File: src/core/iss_pkg.sv
/*
  Shared constants and types of the shutter and power-state sequencer:
  power states, user actions, shutter modes, configuration addresses,
  timing counts.
  Assumes a single 20 MHz clock shared by both ends.
*/
// Functional notes
// - Master trigger: a rising edge in idle starts frame
// - Master: exposure count, frame overhead, rows
// - Master: falling trigger edge changes nothing
// - Edges before exposure and overhead end dropped
// - One image per trigger, then idle
// - Pixel array held in reset until triggered
// - Slave: assert integrates, release starts overhead
// - Host asserts sync per frame, width exposes
// - Rolling: separate reset and read row pointers
// - Rolling: continuous stream, equal row exposure
// - Rolling: reset storage, sample, transfer, sample
// - Six power states, moved only by actions
// - Low power standby: clock-setup registers only
// - Standby one: synthesizer on, logic clock off
// - Standby two: logic clock, all registers
// - Idle: all blocks but sequencer enabled
// - Running: capture per selected shutter mode
// - Host waits 10 us after reset release
// - Host uploads clock settings in fixed order
// - Host keeps differential clock running serially without synthesizer
// - Parallel mode: reference clock, synthesizer bypassed
// - Host waits for lock before second step
package iss_pkg;

  // ----------------------------------------------------------------
  // Timing
  // ----------------------------------------------------------------
  localparam int CLK_KHZ      = 20000;
  localparam int WAIT_US      = 10;
  localparam int WAIT_CYC     = (WAIT_US * CLK_KHZ + 999) / 1000;
  localparam int ROWS         = 1200;
  localparam int RW           = 11;
  localparam int ROT_CYC      = 8;
  localparam int FOT_CYC      = 16;
  localparam int LOCK_CYC     = 64;
  localparam int TRIG_HI_CYC  = 4;

  localparam logic [RW-1:0] LAST_ROW = RW'(ROWS - 1);
  localparam logic [2:0]    ROT_LAST = 3'(ROT_CYC - 1);

  // Row phases inside one row overhead slot
  localparam logic [2:0] PH_A = 3'h1;
  localparam logic [2:0] PH_B = 3'h2;
  localparam logic [2:0] PH_C = 3'h3;
  localparam logic [2:0] PH_D = 3'h4;

  // ----------------------------------------------------------------
  // Configuration space
  // ----------------------------------------------------------------
  localparam logic [3:0] A_CLK_MODE = 4'h0;
  localparam logic [3:0] A_PLL_EN   = 4'h1;
  localparam logic [3:0] A_SHUT     = 4'h2;
  localparam logic [3:0] A_EXPO     = 4'h3;
  localparam int         MODE_PLL   = 0;
  localparam int         MODE_PAR   = 1;
  localparam logic [15:0] EXPO_RST  = 16'h0040;

  // ----------------------------------------------------------------
  // Types
  // ----------------------------------------------------------------
  typedef enum logic [2:0] {
    P_OFF  = 3'h0,
    P_LPS  = 3'h1,
    P_SB1  = 3'h2,
    P_SB2  = 3'h3,
    P_IDLE = 3'h4,
    P_RUN  = 3'h5
  } iss_pst_t;

  typedef enum logic [3:0] {
    ACT_PWR_ON  = 4'h0,
    ACT_CLK1    = 4'h1,
    ACT_CLK2    = 4'h2,
    ACT_BLK_ON  = 4'h3,
    ACT_SEQ_ON  = 4'h4,
    ACT_SEQ_OFF = 4'h5,
    ACT_BLK_OFF = 4'h6,
    ACT_CLK_OFF = 4'h7,
    ACT_SLEEP   = 4'h8,
    ACT_PWR_OFF = 4'h9
  } iss_act_t;

  typedef enum logic [1:0] {
    SH_TGM = 2'h0,
    SH_TGS = 2'h1,
    SH_RS  = 2'h2
  } iss_shut_t;

endpackage

File: src/core/iss_if.sv
/*
  Link between the host controller and the sensor sequencer.
  Assumes both ends share one clock; all signals are levels or
  one-cycle pulses sampled on the rising edge.
*/
`timescale 1ns/100ps
interface iss_if;
  logic        sync;
  logic        act_valid;
  logic [3:0]  act;
  logic        cfg_we;
  logic [3:0]  cfg_addr;
  logic [15:0] cfg_data;
  logic        dclk_run;
  logic        pll_lock;
  logic [2:0]  pstate;

  modport dev (
    input  sync, act_valid, act, cfg_we, cfg_addr, cfg_data, dclk_run,
    output pll_lock, pstate
  );
  modport host (
    output sync, act_valid, act, cfg_we, cfg_addr, cfg_data, dclk_run,
    input  pll_lock, pstate
  );
endinterface

File: src/core/iss_dev.sv
/*
  Sensor end: power-state ladder, clock enables, configuration
  store, triggered global and rolling shutter sequencer.
  Assumes the link inputs are synchronous to clk except sync.
*/
`timescale 1ns/100ps
module iss_dev (
  input  wire logic          clk,
  input  wire logic          resetn,
  iss_if.dev                 lnk,
  output logic               array_rst,
  output logic               frame_overhead_period,
  output logic [10:0]        row_sel,
  output logic [10:0]        rst_sel,
  output logic               rst_row,
  output logic               sn_rst,
  output logic               smp_rst,
  output logic               xfer,
  output logic               smp_sig,
  output logic               frame_done,
  output logic               synth_en,
  output logic               lclk_en,
  output logic               blk_en,
  output logic               seq_en,
  output logic               ref_clk_sel
);

  typedef enum logic [1:0] {
    E_IDLE = 2'h0,
    E_INT  = 2'h1,
    E_WAIT = 2'h2,
    E_FOT  = 2'h3
  } iss_exp_t;

  // Strobes {sn_rst, smp_rst, xfer, smp_sig} for a row phase
  function automatic logic [3:0] row_strb(logic roll, logic [2:0] ph);
    logic [3:0] s;
    s = 4'h0;
    if (roll) begin
      if (ph == iss_pkg::PH_A) s = 4'h8;
      if (ph == iss_pkg::PH_B) s = 4'h4;
      if (ph == iss_pkg::PH_C) s = 4'h2;
      if (ph == iss_pkg::PH_D) s = 4'h1;
    end else begin
      if (ph == iss_pkg::PH_A) s = 4'h1;
      if (ph == iss_pkg::PH_B) s = 4'h8;
      if (ph == iss_pkg::PH_C) s = 4'h4;
    end
    return s;
  endfunction

  // --------------------------------------------------------------
  // Trigger synchroniser and edge detect
  // --------------------------------------------------------------
  logic s1_q, s2_q, s3_q;
  wire  rise = s2_q & ~s3_q;

  always_ff @(posedge clk or negedge resetn) begin
    if (!resetn) begin
      s1_q <= 1'b0;
      s2_q <= 1'b0;
      s3_q <= 1'b0;
    end else begin
      s1_q <= lnk.sync;
      s2_q <= s1_q;
      s3_q <= s2_q;
    end
  end

  // --------------------------------------------------------------
  // Power state ladder
  // --------------------------------------------------------------
  iss_pkg::iss_pst_t ps_q, ps_d;
  wire act_is_off = lnk.act == iss_pkg::ACT_PWR_OFF;

  always_comb begin
    ps_d = ps_q;
    if (lnk.act_valid) begin
      if (act_is_off) begin
        ps_d = iss_pkg::P_OFF;
      end else begin
        unique case (ps_q)
          iss_pkg::P_OFF: begin
            if (lnk.act == iss_pkg::ACT_PWR_ON) ps_d = iss_pkg::P_LPS;
          end
          iss_pkg::P_LPS: begin
            if (lnk.act == iss_pkg::ACT_CLK1) ps_d = iss_pkg::P_SB1;
          end
          iss_pkg::P_SB1: begin
            if (lnk.act == iss_pkg::ACT_CLK2) ps_d = iss_pkg::P_SB2;
            if (lnk.act == iss_pkg::ACT_SLEEP) ps_d = iss_pkg::P_LPS;
          end
          iss_pkg::P_SB2: begin
            if (lnk.act == iss_pkg::ACT_BLK_ON) ps_d = iss_pkg::P_IDLE;
            if (lnk.act == iss_pkg::ACT_CLK_OFF) ps_d = iss_pkg::P_SB1;
          end
          iss_pkg::P_IDLE: begin
            if (lnk.act == iss_pkg::ACT_SEQ_ON) ps_d = iss_pkg::P_RUN;
            if (lnk.act == iss_pkg::ACT_BLK_OFF) ps_d = iss_pkg::P_SB2;
          end
          iss_pkg::P_RUN: begin
            if (lnk.act == iss_pkg::ACT_SEQ_OFF) ps_d = iss_pkg::P_IDLE;
          end
          default: ps_d = iss_pkg::P_OFF;
        endcase
      end
    end
  end

  // --------------------------------------------------------------
  // Configuration store
  // --------------------------------------------------------------
  logic [1:0]  mode_q;
  logic        pll_on_q;
  logic [1:0]  shut_q;
  logic [15:0] expo_q;
  wire pwr_up  = ps_q != iss_pkg::P_OFF;
  wire full_rw = ps_q == iss_pkg::P_SB2 || ps_q == iss_pkg::P_IDLE;
  wire par     = mode_q[iss_pkg::MODE_PAR];
  wire use_pll = mode_q[iss_pkg::MODE_PLL] & ~par;

  always_ff @(posedge clk or negedge resetn) begin
    if (!resetn) begin
      mode_q   <= 2'h0;
      pll_on_q <= 1'b0;
      shut_q   <= iss_pkg::SH_TGM;
      expo_q   <= iss_pkg::EXPO_RST;
    end else if (lnk.cfg_we && pwr_up) begin
      // Clock setup reachable from low power standby on
      if (lnk.cfg_addr == iss_pkg::A_CLK_MODE) mode_q <= lnk.cfg_data[1:0];
      if (lnk.cfg_addr == iss_pkg::A_PLL_EN) pll_on_q <= lnk.cfg_data[0];
      if (full_rw && lnk.cfg_addr == iss_pkg::A_SHUT) shut_q <= lnk.cfg_data[1:0];
      if (full_rw && lnk.cfg_addr == iss_pkg::A_EXPO) expo_q <= lnk.cfg_data;
    end
  end

  // --------------------------------------------------------------
  // Clock management
  // --------------------------------------------------------------
  logic [6:0] lock_cnt_q;
  wire synth_on = ps_d != iss_pkg::P_OFF && ps_d != iss_pkg::P_LPS;
  wire lock_hit = lock_cnt_q == 7'(iss_pkg::LOCK_CYC);
  // Bypassed synthesizer locks at once; receiver needs its clock
  wire lock_d = synth_on & (par | (use_pll ? lock_hit : lnk.dclk_run));

  always_ff @(posedge clk or negedge resetn) begin
    if (!resetn) begin
      lock_cnt_q   <= 7'h00;
      ps_q         <= iss_pkg::P_OFF;
      lnk.pstate   <= iss_pkg::P_OFF;
      lnk.pll_lock <= 1'b0;
      synth_en     <= 1'b0;
      lclk_en      <= 1'b0;
      blk_en       <= 1'b0;
      seq_en       <= 1'b0;
      ref_clk_sel  <= 1'b0;
    end else begin
      if (!(synth_on && use_pll && pll_on_q)) lock_cnt_q <= 7'h00;
      else if (!lock_hit) lock_cnt_q <= lock_cnt_q + 7'h01;
      ps_q         <= ps_d;
      lnk.pstate   <= ps_d;
      lnk.pll_lock <= lock_d;
      synth_en     <= synth_on;
      lclk_en      <= ps_d >= iss_pkg::P_SB2;
      blk_en       <= ps_d >= iss_pkg::P_IDLE;
      seq_en       <= ps_d == iss_pkg::P_RUN;
      ref_clk_sel  <= par;
    end
  end

  // --------------------------------------------------------------
  // Global shutter exposure control
  // --------------------------------------------------------------
  wire run    = ps_q == iss_pkg::P_RUN;
  wire roll   = run && shut_q == iss_pkg::SH_RS;
  wire glob   = run && !roll;
  wire slave  = shut_q == iss_pkg::SH_TGS;
  iss_exp_t    e_q, e_d;
  logic [15:0] ecnt_q, ecnt_d;
  logic        rd_busy_q;
  logic        rd_go;
  wire int_end = slave ? !s2_q : ecnt_q <= 16'h0001;

  always_comb begin
    e_d    = e_q;
    ecnt_d = ecnt_q - 16'h0001;
    rd_go  = 1'b0;
    unique case (e_q)
      E_IDLE: begin
        // Only a rising edge leaves idle; a fall matters only to end slave integration
        if (rise) begin
          e_d    = E_INT;
          ecnt_d = expo_q;
        end
      end
      E_INT: begin
        if (int_end) begin
          e_d    = rd_busy_q ? E_WAIT : E_FOT;
          ecnt_d = 16'(iss_pkg::FOT_CYC);
        end
      end
      E_WAIT: begin
        // Storage still being read: pixel array held in reset
        ecnt_d = 16'(iss_pkg::FOT_CYC);
        if (!rd_busy_q) e_d = E_FOT;
      end
      E_FOT: begin
        if (ecnt_q == 16'h0001) begin
          e_d   = E_IDLE;
          rd_go = 1'b1;
        end
      end
    endcase
    // Outside global shutter running the exposure control is forced to idle here
    if (!glob) e_d = E_IDLE;
  end

  always_ff @(posedge clk or negedge resetn) begin
    if (!resetn) begin
      e_q       <= E_IDLE;
      ecnt_q    <= 16'h0000;
      frame_overhead_period       <= 1'b0;
      array_rst <= 1'b1;
    end else begin
      e_q       <= e_d;
      ecnt_q    <= ecnt_d;
      frame_overhead_period       <= e_d == E_FOT;
      array_rst <= !roll && (e_d == E_IDLE || e_d == E_WAIT);
    end
  end

  // --------------------------------------------------------------
  // Readout engine: row pointers and sampling phases
  // --------------------------------------------------------------
  logic [2:0]  rot_q;
  wire row_end = rot_q == iss_pkg::ROT_LAST;
  wire last    = row_sel == iss_pkg::LAST_ROW;
  wire rs_last = rst_sel == iss_pkg::LAST_ROW;
  localparam int RW_W = iss_pkg::RW;
  wire [RW_W-1:0] expo_rows;
  assign expo_rows = expo_q >= 16'(iss_pkg::ROWS) ?
                     iss_pkg::LAST_ROW : expo_q[RW_W-1:0];
  wire [3:0] strb = row_strb(roll, rot_q);

  always_ff @(posedge clk or negedge resetn) begin
    if (!resetn) begin
      rd_busy_q  <= 1'b0;
      rot_q      <= 3'h0;
      row_sel    <= 11'h000;
      rst_sel    <= 11'h000;
      frame_done <= 1'b0;
    end else begin
      frame_done <= rd_busy_q && row_end && last;
      if (!run) begin
        rd_busy_q <= 1'b0;
      end else if (rd_go || (roll && !rd_busy_q)) begin
        rd_busy_q <= 1'b1;
        rot_q     <= 3'h0;
        row_sel   <= 11'h000;
        rst_sel   <= expo_rows;
      end else if (rd_busy_q) begin
        rot_q <= row_end ? 3'h0 : rot_q + 3'h1;
        if (row_end) begin
          // Both pointers step together: equal exposure per row
          row_sel <= last ? 11'h000 : row_sel + 11'h001;
          rst_sel <= rs_last ? 11'h000 : rst_sel + 11'h001;
          if (last && !roll) rd_busy_q <= 1'b0;
        end
      end
    end
  end

  always_ff @(posedge clk or negedge resetn) begin
    if (!resetn) begin
      rst_row <= 1'b0;
      sn_rst  <= 1'b0;
      smp_rst <= 1'b0;
      xfer    <= 1'b0;
      smp_sig <= 1'b0;
    end else begin
      rst_row <= roll && rd_busy_q && rot_q == iss_pkg::PH_A;
      sn_rst  <= rd_busy_q && strb[3];
      smp_rst <= rd_busy_q && strb[2];
      xfer    <= rd_busy_q && strb[1];
      smp_sig <= rd_busy_q && strb[0];
    end
  end

endmodule

File: src/flat_wrapper.sv
// flat-port wrapper written by rule: the top's interface ports become plain ports
module iss_dev_flat 
  (clk, resetn, array_rst, frame_overhead_period, row_sel, rst_sel, rst_row, sn_rst, smp_rst, xfer, smp_sig, frame_done, synth_en, lclk_en, blk_en, seq_en, ref_clk_sel, lnk_sync, lnk_act_valid, lnk_act, lnk_cfg_we, lnk_cfg_addr, lnk_cfg_data, lnk_dclk_run, lnk_pll_lock, lnk_pstate);
  iss_if lnk_i ();
  input  wire logic clk;
  input  wire logic resetn;
  output logic array_rst;
  output logic frame_overhead_period;
  output logic [10:0] row_sel;
  output logic [10:0] rst_sel;
  output logic rst_row;
  output logic sn_rst;
  output logic smp_rst;
  output logic xfer;
  output logic smp_sig;
  output logic frame_done;
  output logic synth_en;
  output logic lclk_en;
  output logic blk_en;
  output logic seq_en;
  output logic ref_clk_sel;
  input wire logic [$bits(lnk_i.sync)-1:0] lnk_sync;
  input wire logic [$bits(lnk_i.act_valid)-1:0] lnk_act_valid;
  input wire logic [$bits(lnk_i.act)-1:0] lnk_act;
  input wire logic [$bits(lnk_i.cfg_we)-1:0] lnk_cfg_we;
  input wire logic [$bits(lnk_i.cfg_addr)-1:0] lnk_cfg_addr;
  input wire logic [$bits(lnk_i.cfg_data)-1:0] lnk_cfg_data;
  input wire logic [$bits(lnk_i.dclk_run)-1:0] lnk_dclk_run;
  output wire logic [$bits(lnk_i.pll_lock)-1:0] lnk_pll_lock;
  output wire logic [$bits(lnk_i.pstate)-1:0] lnk_pstate;
  assign lnk_i.sync = lnk_sync;
  assign lnk_i.act_valid = lnk_act_valid;
  assign lnk_i.act = lnk_act;
  assign lnk_i.cfg_we = lnk_cfg_we;
  assign lnk_i.cfg_addr = lnk_cfg_addr;
  assign lnk_i.cfg_data = lnk_cfg_data;
  assign lnk_i.dclk_run = lnk_dclk_run;
  assign lnk_pll_lock = lnk_i.pll_lock;
  assign lnk_pstate = lnk_i.pstate;
  iss_dev u_core (.clk(clk), .resetn(resetn), .lnk(lnk_i), .array_rst(array_rst), .frame_overhead_period(frame_overhead_period), .row_sel(row_sel), .rst_sel(rst_sel), .rst_row(rst_row), .sn_rst(sn_rst), .smp_rst(smp_rst), .xfer(xfer), .smp_sig(smp_sig), .frame_done(frame_done), .synth_en(synth_en), .lclk_en(lclk_en), .blk_en(blk_en), .seq_en(seq_en), .ref_clk_sel(ref_clk_sel));
endmodule
File: config.mk
export PLATFORM = sky130hd
export DESIGN_NAME = iss_dev_flat
export DESIGN_NICKNAME = d
export VERILOG_FILES = /design/src/core/iss_pkg.sv /design/src/core/iss_if.sv /design/src/core/iss_dev.sv /design/src/flat_wrapper.sv
export SDC_FILE = /design/constraint.sdc
export NUM_CORES = 1
export LEC_CHECK = 0
export BUFFER_PORTS_ARGS = -buffer_cell sky130_fd_sc_hd__buf_2
export CAP_MARGIN = 20
export CORE_UTILIZATION = 30
export DETAILED_ROUTE_END_ITERATION = 6
export PLACE_DENSITY_LB_ADDON = 0.25
export SETUP_SLACK_MARGIN = 0.5
export SLEW_MARGIN = 5
export SYNTH_ARGS = -nofsm -noshare
export SYNTH_HDL_FRONTEND = slang
export SYNTH_SLANG_ARGS = --single-unit
File: constraint.sdc
create_clock -name clk -period 2.5 [get_ports clk]
set_input_delay 0.5 -clock clk [delete_from_list [all_inputs] [get_ports clk]]
set_output_delay 0.5 -clock clk [all_outputs]
set_load 0.005 [all_outputs]
Word level (Yosys, flattened, before mapping). Index checks and enable logic that the tools add are counted.

Add/sub/neg operators: 5. $lt $le $gt $ge: 4. Equal/unequal tests: 36. Mux-type cells: 53. Bitwise gates (word level): 6. Reduce and logical (&&, ||, !) cells: 40.

Operators by type and width (count): two-way mux 11 bit (9); case mux 16 bit (3 select lines) (1); two-way mux 3 bit (14); two-way mux 16 bit (2); two-way mux 4 bit (7); adder 11 x 1 -> 11 bit, second input constant (2); equality test 11 bit, second input constant (2); logical AND 1 bit (19); case mux 3 bit (6 select lines) (1); equality test 16 x 1 -> 1 bit, second input constant (1); equality test 4 x 2 -> 1 bit, second input constant (4); equality test 4 x 3 -> 1 bit, second input constant (4); greater-or-equal comparator 16 x 11 -> 1 bit, second input constant (1); <= comparator 16 x 1 -> 1 bit, second input constant (1); subtractor 16 x 1 -> 16 bit, second input constant (1); equality test 3 bit, second input constant (5); two-way mux 7 bit (2); equality test 3 x 2 -> 1 bit, second input constant (4); two-way mux 1 bit (11); equality test 2 bit, second input constant (5); two-way mux 2 bit (5); AND reduction 2 bit (5); equality test 4 x 1 -> 1 bit, second input constant (2); equality test 4 bit, second input constant (2); other kinds (21) (34).

Flip-flop bits (word level): 92. Bits of input ports: 30. Output and inout port bits: 39. Word-level logic and storage cells: 173.

Longest topological paths before layout. Gate-level depths: netlist (run 1).

Word-level depth: 11. Mapped depth: 9. Gate-level depth less buffers: 8.

Worst setup path before layout (run 1). Ideal clock, no wire load.

Kind: input -> register. Start point: in lnk_act[3]. End point: reg u_core.lock_cnt_q[0]. Setup time: 0.127 ns. Arrival: 1.959 ns. Required time: 2.373 ns. Setup slack: 0.414 ns. Stages on the path: 7. Buffers on the path: 1. Cells stage by stage: clkbuf_1 -> or4b_1 -> a21oi_1 -> nor4bb_1 -> or2_2 -> nand4b_1 -> nor2_1.

Longest elaborated chain between the ends: 11. Elaborated cells between the ends (all ways): 29. Classes of those cells: eq/ne (11); mux (13); reduce/logical (5).

RTL lines: start, declared (line flat_wrapper.sv:24) `input wire logic [$bits(lnk_i.act)-1:0] lnk_act;`; equality test 4 x 3 -> 1 bit, or another cell as far along (line iss_dev.sv:98) `if (lnk.act == iss_pkg::ACT_SEQ_ON) ps_d = iss_pkg::P_RUN;`; two-way mux 3 bit, on equally long branches (line iss_dev.sv:98, iss_dev.sv:90, iss_dev.sv:94); two-way mux 3 bit, on equally long branches (line iss_dev.sv:99, iss_dev.sv:91, iss_dev.sv:95); case mux 3 bit (6 select lines) (line iss_dev.sv:82) `unique case (ps_q)`; two-way mux 3 bit (*) (line iss_dev.sv:79) `if (act_is_off) begin`; two-way mux 3 bit (*) (line iss_dev.sv:78) `if (lnk.act_valid) begin`; != test 3 x 1 -> 1 bit or nonzero test 3 bit (tied branches) (line iss_dev.sv:141) `wire synth_on = ps_d != iss_pkg::P_OFF && ps_d != iss_pkg::P_LPS;`; logical AND 1 bit (*) (line iss_dev.sv:141); named net u_core.synth_on (line iss_dev.sv:141); logical AND 1 bit (*) (2 in series) (line iss_dev.sv:158) `if (!(synth_on && use_pll && pll_on_q)) lock_cnt_q <= 7'h00;`; != test 2 bit (no source line) or two-way mux 7 bit (tied branches); end signal, assigned (line iss_dev.sv:159) `else if (!lock_hit) lock_cnt_q <= lock_cnt_q + 7'h01;`; end, declared (line iss_dev.sv:140) `logic [6:0] lock_cnt_q;`.

Mark *: on every way through the listed nets, which the timed path passes. The rest lies on a longest branch. A chain may end at the register's enable or synchronous reset.

Worst setup path in the final report (run 1).
Start point: reg u_core.ecnt_q[0]. End point: reg u_core.row_sel[7].

Longest elaborated chain between the ends: 6. Elaborated cells between the ends (all ways): 8. Classes of those cells: eq/ne (1); mux (3); reduce/logical (4).

RTL lines: start, declared (line iss_dev.sv:179) `logic [15:0] ecnt_q, ecnt_d;`; start signal, assigned (line iss_dev.sv:226) `ecnt_q <= ecnt_d;`; equality test 16 x 1 -> 1 bit (*) (line iss_dev.sv:208) `if (ecnt_q == 16'h0001) begin`; two-way mux 1 bit (*) (line iss_dev.sv:208); two-way mux 1 bit (*) (line iss_dev.sv:188) `unique case (e_q)`; logical OR 1 bit (*) (line iss_dev.sv:256) `end else if (rd_go || (roll && !rd_busy_q)) begin`; nonzero test 2 bit (no source line); AND reduction 3 bit (no source line); end signal, assigned (line iss_dev.sv:265) `row_sel <= last ? 11'h000 : row_sel + 11'h001;`; end, declared (line iss_dev.sv:13) `output logic [10:0] row_sel,`.

Mark *: on every way between the ends. The rest lies on a longest branch, timed or not.

==> flow_summary.json, run 1 <==
{
  "ios": 69,
  "vdd_drop_max_mv": 0.405,
  "required_ps": 2750,
  "place_congestion": 0.832,
  "path_clk_slew_ps": 70,
  "p_total_mw": 3.94,
  "synth_area_per_cell_um2": 9.89,
  "yosysSeqAreaShare": 0.470,
  "clkLatencyLatePin_ps": 350,
  "place_hpwl_um": 8820,
  "setup_ws_ps": 292,
  "final_util": 0.410,
  "maxCapViolations": 0,
  "fin_worst_skew_ps": 10.7,
  "grt_usage": 0.156,
  "worstPathMaxFanout": 10,
  "yosysWarnings": 0,
  "routed_via_density": 5.19,
  "relSlewSlack": 0.608,
  "worst_pin_slew_ps": 588,
  "ys_top_cells_by_area": "dfrtp_1, mux2_2, o21ai_0, nand2_1, ha_1",
  "setup_viol": 0,
  "timing.fmax_mhz": 453,
  "period_needed_ps": 2210,
  "io_buffers": 68,
  "die_y_um": 129,
  "dieArea_um2": 16700,
  "drive_gt1_frac": 0.366,
  "drv_slew": 0,
  "n_antenna_cell": 0,
  "area_growth_pct": 33.6,
  "start_kind": "flip-flop",
  "final_antenna_net_count": 0,
  "status": "completed",
  "fin_crit_sh": 0.883,
  "crit_type": "flip-flop to flip-flop",
  "synthesis.area_um2": 4850,
  "clock_sinks": 91,
  "cts_root_buf": "clkbuf_16",
  "syn_nets": 533,
  "synth_top_area_frac": 0.459,
  "cts-hold-fix-buffers": 0,
  "rsz0062_at_grt": "yes",
  "antenna_found_initial": 0,
  "grt_max_degree": 43,
  "fp-row-count": 46,
  "drtIter0Drc": 358,
  "grt_pass1_wl_um": 20500,
  "nets": 641,
  "min_path_type": "primary input to asynchronous set/reset pin",
  "p_leak_nw": 2.97,
  "powerDensity_nw_per_um2": 608,
  "die_width_um": 129,
  "tritoncts": "yes",
  "critPathArrivalTime_ps": 2460,
  "grt_pass1_vias": 4058,
  "vias": 4253,
  "synth_enable_flop_cells": 0,
  "numCtsBuffers": 9,
  "drtPass1Iterations": 5,
  "drc": 0,
  "crit_path_end_kind": "flip-flop",
  "fp.coreArea_um2": 15800,
  "synth_cell_types": 75,
  "synth_top_area_cell": "dfrtp_1",
  "setup_tns_ps": 0,
  "htree_levels": 3,
  "wl_per_cell_um": 15.8,
  "grt_overflow": 0,
  "yosysMostFrequentCell": "dfrtp_1",
  "finalHoldViolCount": 0,
  "syn-instance-count": 491,
  "pre_cts_slack_ps": 74.3,
  "synthArstFlopShare": 1.00,
  "synth-seq-cells": 91,
  "wl_um": 12900,
  "ys_top_cells_by_count": "dfrtp_1, nand2_1, o21ai_0, nor2_1, a21oi_1",
  "synthFlopType": "dfrtp_1",
  "initial_utilization": 0.307,
  "fillers": 1544,
  "cts.path.max_buffers": 2
}
metrics by stage:
| step | hold WS (ps) | cell area, um^2 | std cells |
|---|---|---|---|
| after detailed placement | 375 | 5530 | 775 |
| after floorplan | 204 | 4870 | 491 |
| after global routing | 193 | 6480 | 820 |
| final | 153 | 6480 | 820 |
| after global placement | 384 | 5530 | 775 |
| after CTS | 177 | 6090 | 806 |
cell families (layout without fill, tap and decap cells):
group | after synthesis | after routing | share of synthesized area
fa+ha+maj | 12 | 12 | 0.0309
buf+inv | 34 | 147 | 0.0299
simple gates | 195 | 195 | 0.224
mux | 24 | 24 | 0.0557
compound gates | 113 | 113 | 0.150
xor+xnor | 22 | 22 | 0.0397
flops | 91 | 91 | 0.470
layer usage:
layer	track usage	up-vias	part of all wire
li1	-	2014	-
met1	0.203	2114	0.45
met2	0.257	107	0.50
met3	0.0322	18	0.040
met4	0.0561	0	0.017
met5	0	-	0
worst max-delay path: stages (launching register included):
cell	delay, ps
dfrtp_1	440
ha_1	230
and3_1	220
and3_4	220
buf_6	150
nor3_2	490
nand2_4	120
o41ai_2	230
registers in the layout (all words and copies together), names as in the netlist, 3 cells and up:
signal and count:
u_core.ecnt_q 16, u_core.rot_q 3, u_core.expo_q 16, u_core.lock_cnt_q 7, u_core.row_sel 11, u_core.rst_sel 11
worst paths after layout:
path	from	end	slack [ps]	cells after the start
setup / recovery	u_core.ecnt_q[0]	u_core.row_sel[7]	290	7
hold / removal	resetn	u_core.lock_cnt_q[1]	150	1
setup reg to reg	u_core.ecnt_q[0]	u_core.row_sel[7]	290	7
hold reg to reg	u_core.s1_q	u_core.s2_q	390	0
max in group asynchronous	resetn	u_core.expo_q[6]	1680	2
min in group clk	lnk_sync	u_core.s1_q	260	1
where the power goes:
group / internal (mW) / switching (mW) / leakage (nW)
Clock: 0.712 / 0.611 / 0.137
Combinational: 0.431 / 0.434 / 1.60
Sequential: 1.60 / 0.153 / 1.23
area by class of cell:
type | instances | area [um^2] | share of cell area
inverter | 17 | 63.8 | 0.00984
multi-input combinational | 366 | 2780 | 0.429
clock inverter | 6 | 48.8 | 0.00753
timing repair buffer | 114 | 798 | 0.123
tap | 216 | 270 | 0.0417
sequential | 91 | 2280 | 0.352
clock buffer | 10 | 239 | 0.0369
cells in the final DEF, fill, tap and decap left out, types with 4 or more instances in the layout:
cell,n
nand2_1,45
buf_6,10
a31oi_1,7
nor2b_1,6
mux2_2,21
nor2_1,32
a21oi_1,15
nor3_1,11
xnor2_1,13
nand2b_1,6
nor3b_1,5
and2_1,4
and3_1,12
xor2_1,8
nor4_1,10
o21ai_1,9
dfrtp_1,88
ha_1,11
inv_1,17
a21oi_4,4
o21ai_0,18
nand3_1,17
o21ai_2,12
buf_2,67
clkbuf_16,11
buf_4,32
what timing repair did:
item                       CTS  global route
cloned                       0             3
pin swaps                    6            31
gates resized for setup     31            72
setup endpoints to repair   65            69
setup buffers               15            11
Power figures use the tool's default switching activity.
==> run 2: changes to the inputs <==
Settings changed: MAX_ROUTING_LAYER set to met4, SLEW_MARGIN 5 to 20.
==> flow_summary.json, run 2 (same netlist as run 1, synthesis figures left out) <==
{
  "status": "completed",
  "ios": 69,
  "critical-path-max-stage-delay_ps": 410,
  "crit_chain": "nor4_4 -> nor4b_4 -> and3_4 -> nor2_4 -> or3_1 -> a32o_1",
  "area_growth_pct": 37.0,
  "place_congestion": 0.864,
  "fp-row-count": 46,
  "period_needed_ps": 2190,
  "cts_root_buf": "clkbuf_16",
  "final_antenna_net_count": 0,
  "pre_cts_slack_ps": 61.7,
  "placed_area_um2": 5540,
  "maxCapViolations": 0,
  "io_buffers": 68,
  "cts.path.max_buffers": 2,
  "p_total_mw": 3.99,
  "fp.coreArea_um2": 15800,
  "worst_hold_slack_ps": 152,
  "final_util": 0.420,
  "critPathSlowestCell": "dfrtp_1",
  "n_antenna_cell": 0,
  "timing.fmax_mhz": 456,
  "reg_top3": "u_core.ecnt_q: 16 flops, u_core.expo_q: 16 flops",
  "dieArea_um2": 16700,
  "grt_overflow": 0,
  "dp_cells": 776,
  "clock_sinks": 91,
  "relSlewSlack": 0.550,
  "clkLatencyLatePin_ps": 350,
  "drc": 0,
  "required_ps": 2740,
  "routed_via_density": 5.15,
  "r2r_slack_ps": 310,
  "setup_tns_ps": 0,
  "finalHoldViolCount": 0,
  "p_leak_nw": 3.00,
  "setup_ws_ps": 308,
  "drtPass1Iterations": 5,
  "fin_cells": 833,
  "final_area_um2": 6650,
  "wl_um": 13200,
  "min_path_type": "primary input to asynchronous set/reset pin",
  "nets": 654,
  "wl_per_cell_um": 15.8,
  "vias": 4289,
  "fin_crit_sh": 0.877,
  "powerDensity_nw_per_um2": 600,
  "rsz0062_at_grt": "yes",
  "crit_type": "flip-flop to flip-flop",
  "antenna_found_initial": 0,
  "grt_pass1_vias": 4126,
  "grt_use_met2": 0.265,
  "grt_pass1_wl_um": 20900,
  "worstPathMaxFanout": 4,
  "fin_worst_skew_ps": 8.23,
  "htree_levels": 3,
  "start_kind": "flip-flop",
  "drtIter0Drc": 329,
  "setup_viol": 0,
  "worst_pin_slew_ps": 674,
  "fillers": 1506,
  "grtUsageMet3": 0.0264,
  "die_width_um": 129,
  "initial_utilization": 0.307,
  "die_y_um": 129,
  "crit_path_end_kind": "flip-flop",
  "critPathArrivalTime_ps": 2430,
  "met1_usage": 0.209,
  "tritoncts": "yes",
  "top_usage_layer": "met2",
  "final_common_cell": "dfrtp_1",
  "vdd_drop_max_mv": 0.372,
  "drv_slew": 0,
  "numCtsBuffers": 9,
  "drive_gt1_frac": 0.389,
  "final_cell_mix": "dfrtp_1, buf_2, nand2_1",
  "grt_usage": 0.166,
  "grt_max_degree": 43,
  "path_clk_slew_ps": 70,
  "place_hpwl_um": 8820,
  "worstRegToRegCells": 6,
  "cts-hold-fix-buffers": 0
}
==> run 2: cell types whose count changed in the layout (fill, tap and decap cells not counted), sizes merged <==
cell and change:
buf +12, o21ai +3, clkinvlp -2, bufinv +1, clkbuf -1, clkinv +1
inv -1
==> run 2: metal layers <==
layer / vias to the layer above / part of all wire
li1: 2043 / -
met1: 2118 / 0.45
met2: 106 / 0.49
met3: 22 / 0.037
met4: 0 / 0.019
met5: - / 0
==> run 2: where the power goes <==
part / internal (mW) / leakage, nW / switching (mW)
logic: 0.423 / 1.62 / 0.421
registers: 1.60 / 1.23 / 0.146
clock network: 0.808 / 0.150 / 0.588
==> run 2: final cells by class <==
cell class                 instances  area (um^2)  share of cell area
clock buffer                      11          243              0.0365
clock inverter                     5         61.3             0.00922
multi-input combinational        369         2840               0.427
timing repair buffer             124          885               0.133
inverter                          17         63.8             0.00960
tap                              216          270              0.0406
sequential                        91         2280               0.344
==> run 2: timing repair <==
item                                    in CTS  in global routing
endpoints found under the setup margin      66                 68
gates cloned                                 2                  1
gates resized for setup                     56                 61
buffers inserted                            23                 15
pin swaps                                   16                 33
==> run 2: path summary, 6_finish.rpt <==
kind	end	start
worst max-delay path	u_core.rst_sel[2]	u_core.ecnt_q[3]
min in group clk	u_core.s1_q	lnk_sync
worst min register to register	u_core.s2_q	u_core.s1_q
worst min-delay path	u_core.s1_q	resetn
worst max register to register	u_core.rst_sel[2]	u_core.ecnt_q[3]
max in group asynchronous	u_core.expo_q[6]	resetn
==> run 2: worst max-delay path, delay by kind of cell, from the launching register on <==
| kind | cells | cell delay, ps |
|---|---|---|
| flops | 1 | 410 |
| simple gates | 5 | 1420 |
| compound gates | 1 | 250 |
==> run 3: changes to the inputs <==
==> constraint.sdc (replaced) <==
create_clock -name clk -period 2.5 [get_ports clk]
set_input_delay 0.125 -clock clk [delete_from_list [all_inputs] [get_ports clk]]
set_output_delay 0.125 -clock clk [all_outputs]
set_load 0.005 [all_outputs]
==> flow_summary.json, run 3 (same netlist as run 1, synthesis figures left out) <==
{
  "status": "complete, but fails checks",
  "failed_checks": "design-rule violations",
  "path_clk_slew_ps": 60,
  "period_needed_ps": 2120,
  "grtUsageMet3": 0.0347,
  "grt_max_degree": 50,
  "pre_cts_slack_ps": 113,
  "r2r_slack_ps": 380,
  "vias": 4215,
  "nets": 652,
  "maxCapViolations": 0,
  "grt_use_met2": 0.262,
  "setup_tns_ps": 0,
  "final_common_cell": "dfrtp_1",
  "critPathArrivalTime_ps": 2360,
  "min_path_type": "primary input to flip-flop",
  "finalHoldViolCount": 0,
  "top_usage_layer": "met2",
  "routed_via_density": 5.08,
  "reg_top3": "u_core.ecnt_q: 16 flops, u_core.expo_q: 16 flops",
  "relSlewSlack": 0.553,
  "clkLatencyLatePin_ps": 360,
  "fp-row-count": 46,
  "numCtsBuffers": 9,
  "setup_viol": 0,
  "grt_pass1_vias": 4008,
  "fin_worst_skew_ps": 13.7,
  "met1_usage": 0.209,
  "n_antenna_cell": 0,
  "crit_type": "flip-flop to flip-flop",
  "crit_path_end_kind": "flip-flop",
  "place_congestion": 0.808,
  "p_leak_nw": 3.00,
  "worst_pin_slew_ps": 668,
  "required_ps": 2740,
  "fin_crit_sh": 0.847,
  "die_width_um": 129,
  "grt_pass1_wl_um": 20500,
  "initial_utilization": 0.307,
  "die_y_um": 129,
  "ios": 69,
  "antenna_found_initial": 0,
  "worstPathMaxFanout": 7,
  "dieArea_um2": 16700,
  "timing.fmax_mhz": 472,
  "grt_usage": 0.164,
  "drive_gt1_frac": 0.353,
  "drtPass1Iterations": 6,
  "final_cell_mix": "dfrtp_1, buf_2, nand2_1",
  "clock_sinks": 91,
  "powerDensity_nw_per_um2": 591,
  "drv_slew": 0,
  "vdd_drop_max_mv": 0.398,
  "grt_overflow": 0,
  "place_hpwl_um": 8740,
  "drtIter0Drc": 275,
  "cts.path.max_buffers": 2,
  "start_kind": "flip-flop",
  "fp.coreArea_um2": 15800,
  "io_buffers": 68,
  "area_growth_pct": 34.4,
  "drc": 2,
  "tritoncts": "yes",
  "setup_ws_ps": 383,
  "cts_root_buf": "clkbuf_16",
  "wl_um": 12900,
  "rsz0062_at_grt": "yes",
  "p_total_mw": 3.86,
  "final_antenna_net_count": 0,
  "wl_per_cell_um": 15.6,
  "final_util": 0.412,
  "htree_levels": 3
}
==> run 3: cell count changes in the layout (fill, tap and decap cells not counted), moves of 3 or more <==
| cell | previous run | this run |
|---|---|---|
| buf_6 | 15 | 12 |
| dfrtp_1 | 85 | 88 |
| dfrtp_2 | 4 | 1 |
| dlygate4sd3_1 | 0 | 6 |
| nor2_1 | 26 | 31 |
| nor2_2 | 8 | 3 |
| o21ai_1 | 12 | 15 |
==> run 3: through the flow <==
step	area, um^2	hold WS [ps]	cells
3_3_place_gp	5510	200	774
5_1_grt	6520	0.162	830
2_1_floorplan	4860	-171	491
4_1_cts	6210	0.769	815
6_report	6520	6.99	830
3_5_place_dp	5510	208	774
==> run 3: critical path: stages, from the launching register on <==
cell and delay (ps):
dfrtp_1 400, nand2b_1 190, buf_4 180, nor3_2 510, nor2_4 110, or3_1 390, a32o_1 220
==> run 3: power breakdown <==
part	total (mW)	leakage (nW)	internal, mW	switching, mW
logic	0.778	1.62	0.390	0.389
registers	1.76	1.23	1.60	0.152
clock network	1.32	0.141	0.752	0.572
==> run 3: layout make-up <==
| cell class | instances | area, um^2 |
|---|---|---|
| tap | 216 | 270 |
| clock inverter | 3 | 21.3 |
| multi-input combinational | 367 | 2750 |
| fill | 1528 | 9300 |
| inverter | 17 | 63.8 |
| sequential | 91 | 2280 |
| clock buffer | 12 | 267 |
| timing repair buffer | 124 | 876 |
==> run 3: per-layer routing <==
layer | wire [um] | vias up
met3 | 547 | 9
met2 | 6290 | 85
met4 | 155 | 0
li1 | - | 2027
met1 | 5930 | 2094
met5 | 0 | -
==> run 3: what timing repair did <==
| action | CTS | global route |
|---|---|---|
| endpoints found under the hold margin | 49 | 1 |
| endpoints found under the setup margin | 46 | 70 |
| gates resized for setup | 42 | 52 |
| hold buffers | 5 | 1 |
| setup buffers | 20 | 13 |
| cloned | 1 | 1 |
| pin swaps | 26 | 17 |
==> run 3: final timing paths <==
path,from,endpoint,depth (start not counted)
worst min-delay path,lnk_cfg_data[14],u_core.expo_q[14],2
max in group asynchronous,resetn,u_core.expo_q[6],3
min in group asynchronous,resetn,u_core.lock_cnt_q[6],2
worst max register to register,u_core.shut_q[0],u_core.rst_sel[2],6
worst max-delay path,u_core.shut_q[0],u_core.rst_sel[2],6
worst min register to register,u_core.s1_q,u_core.s2_q,0
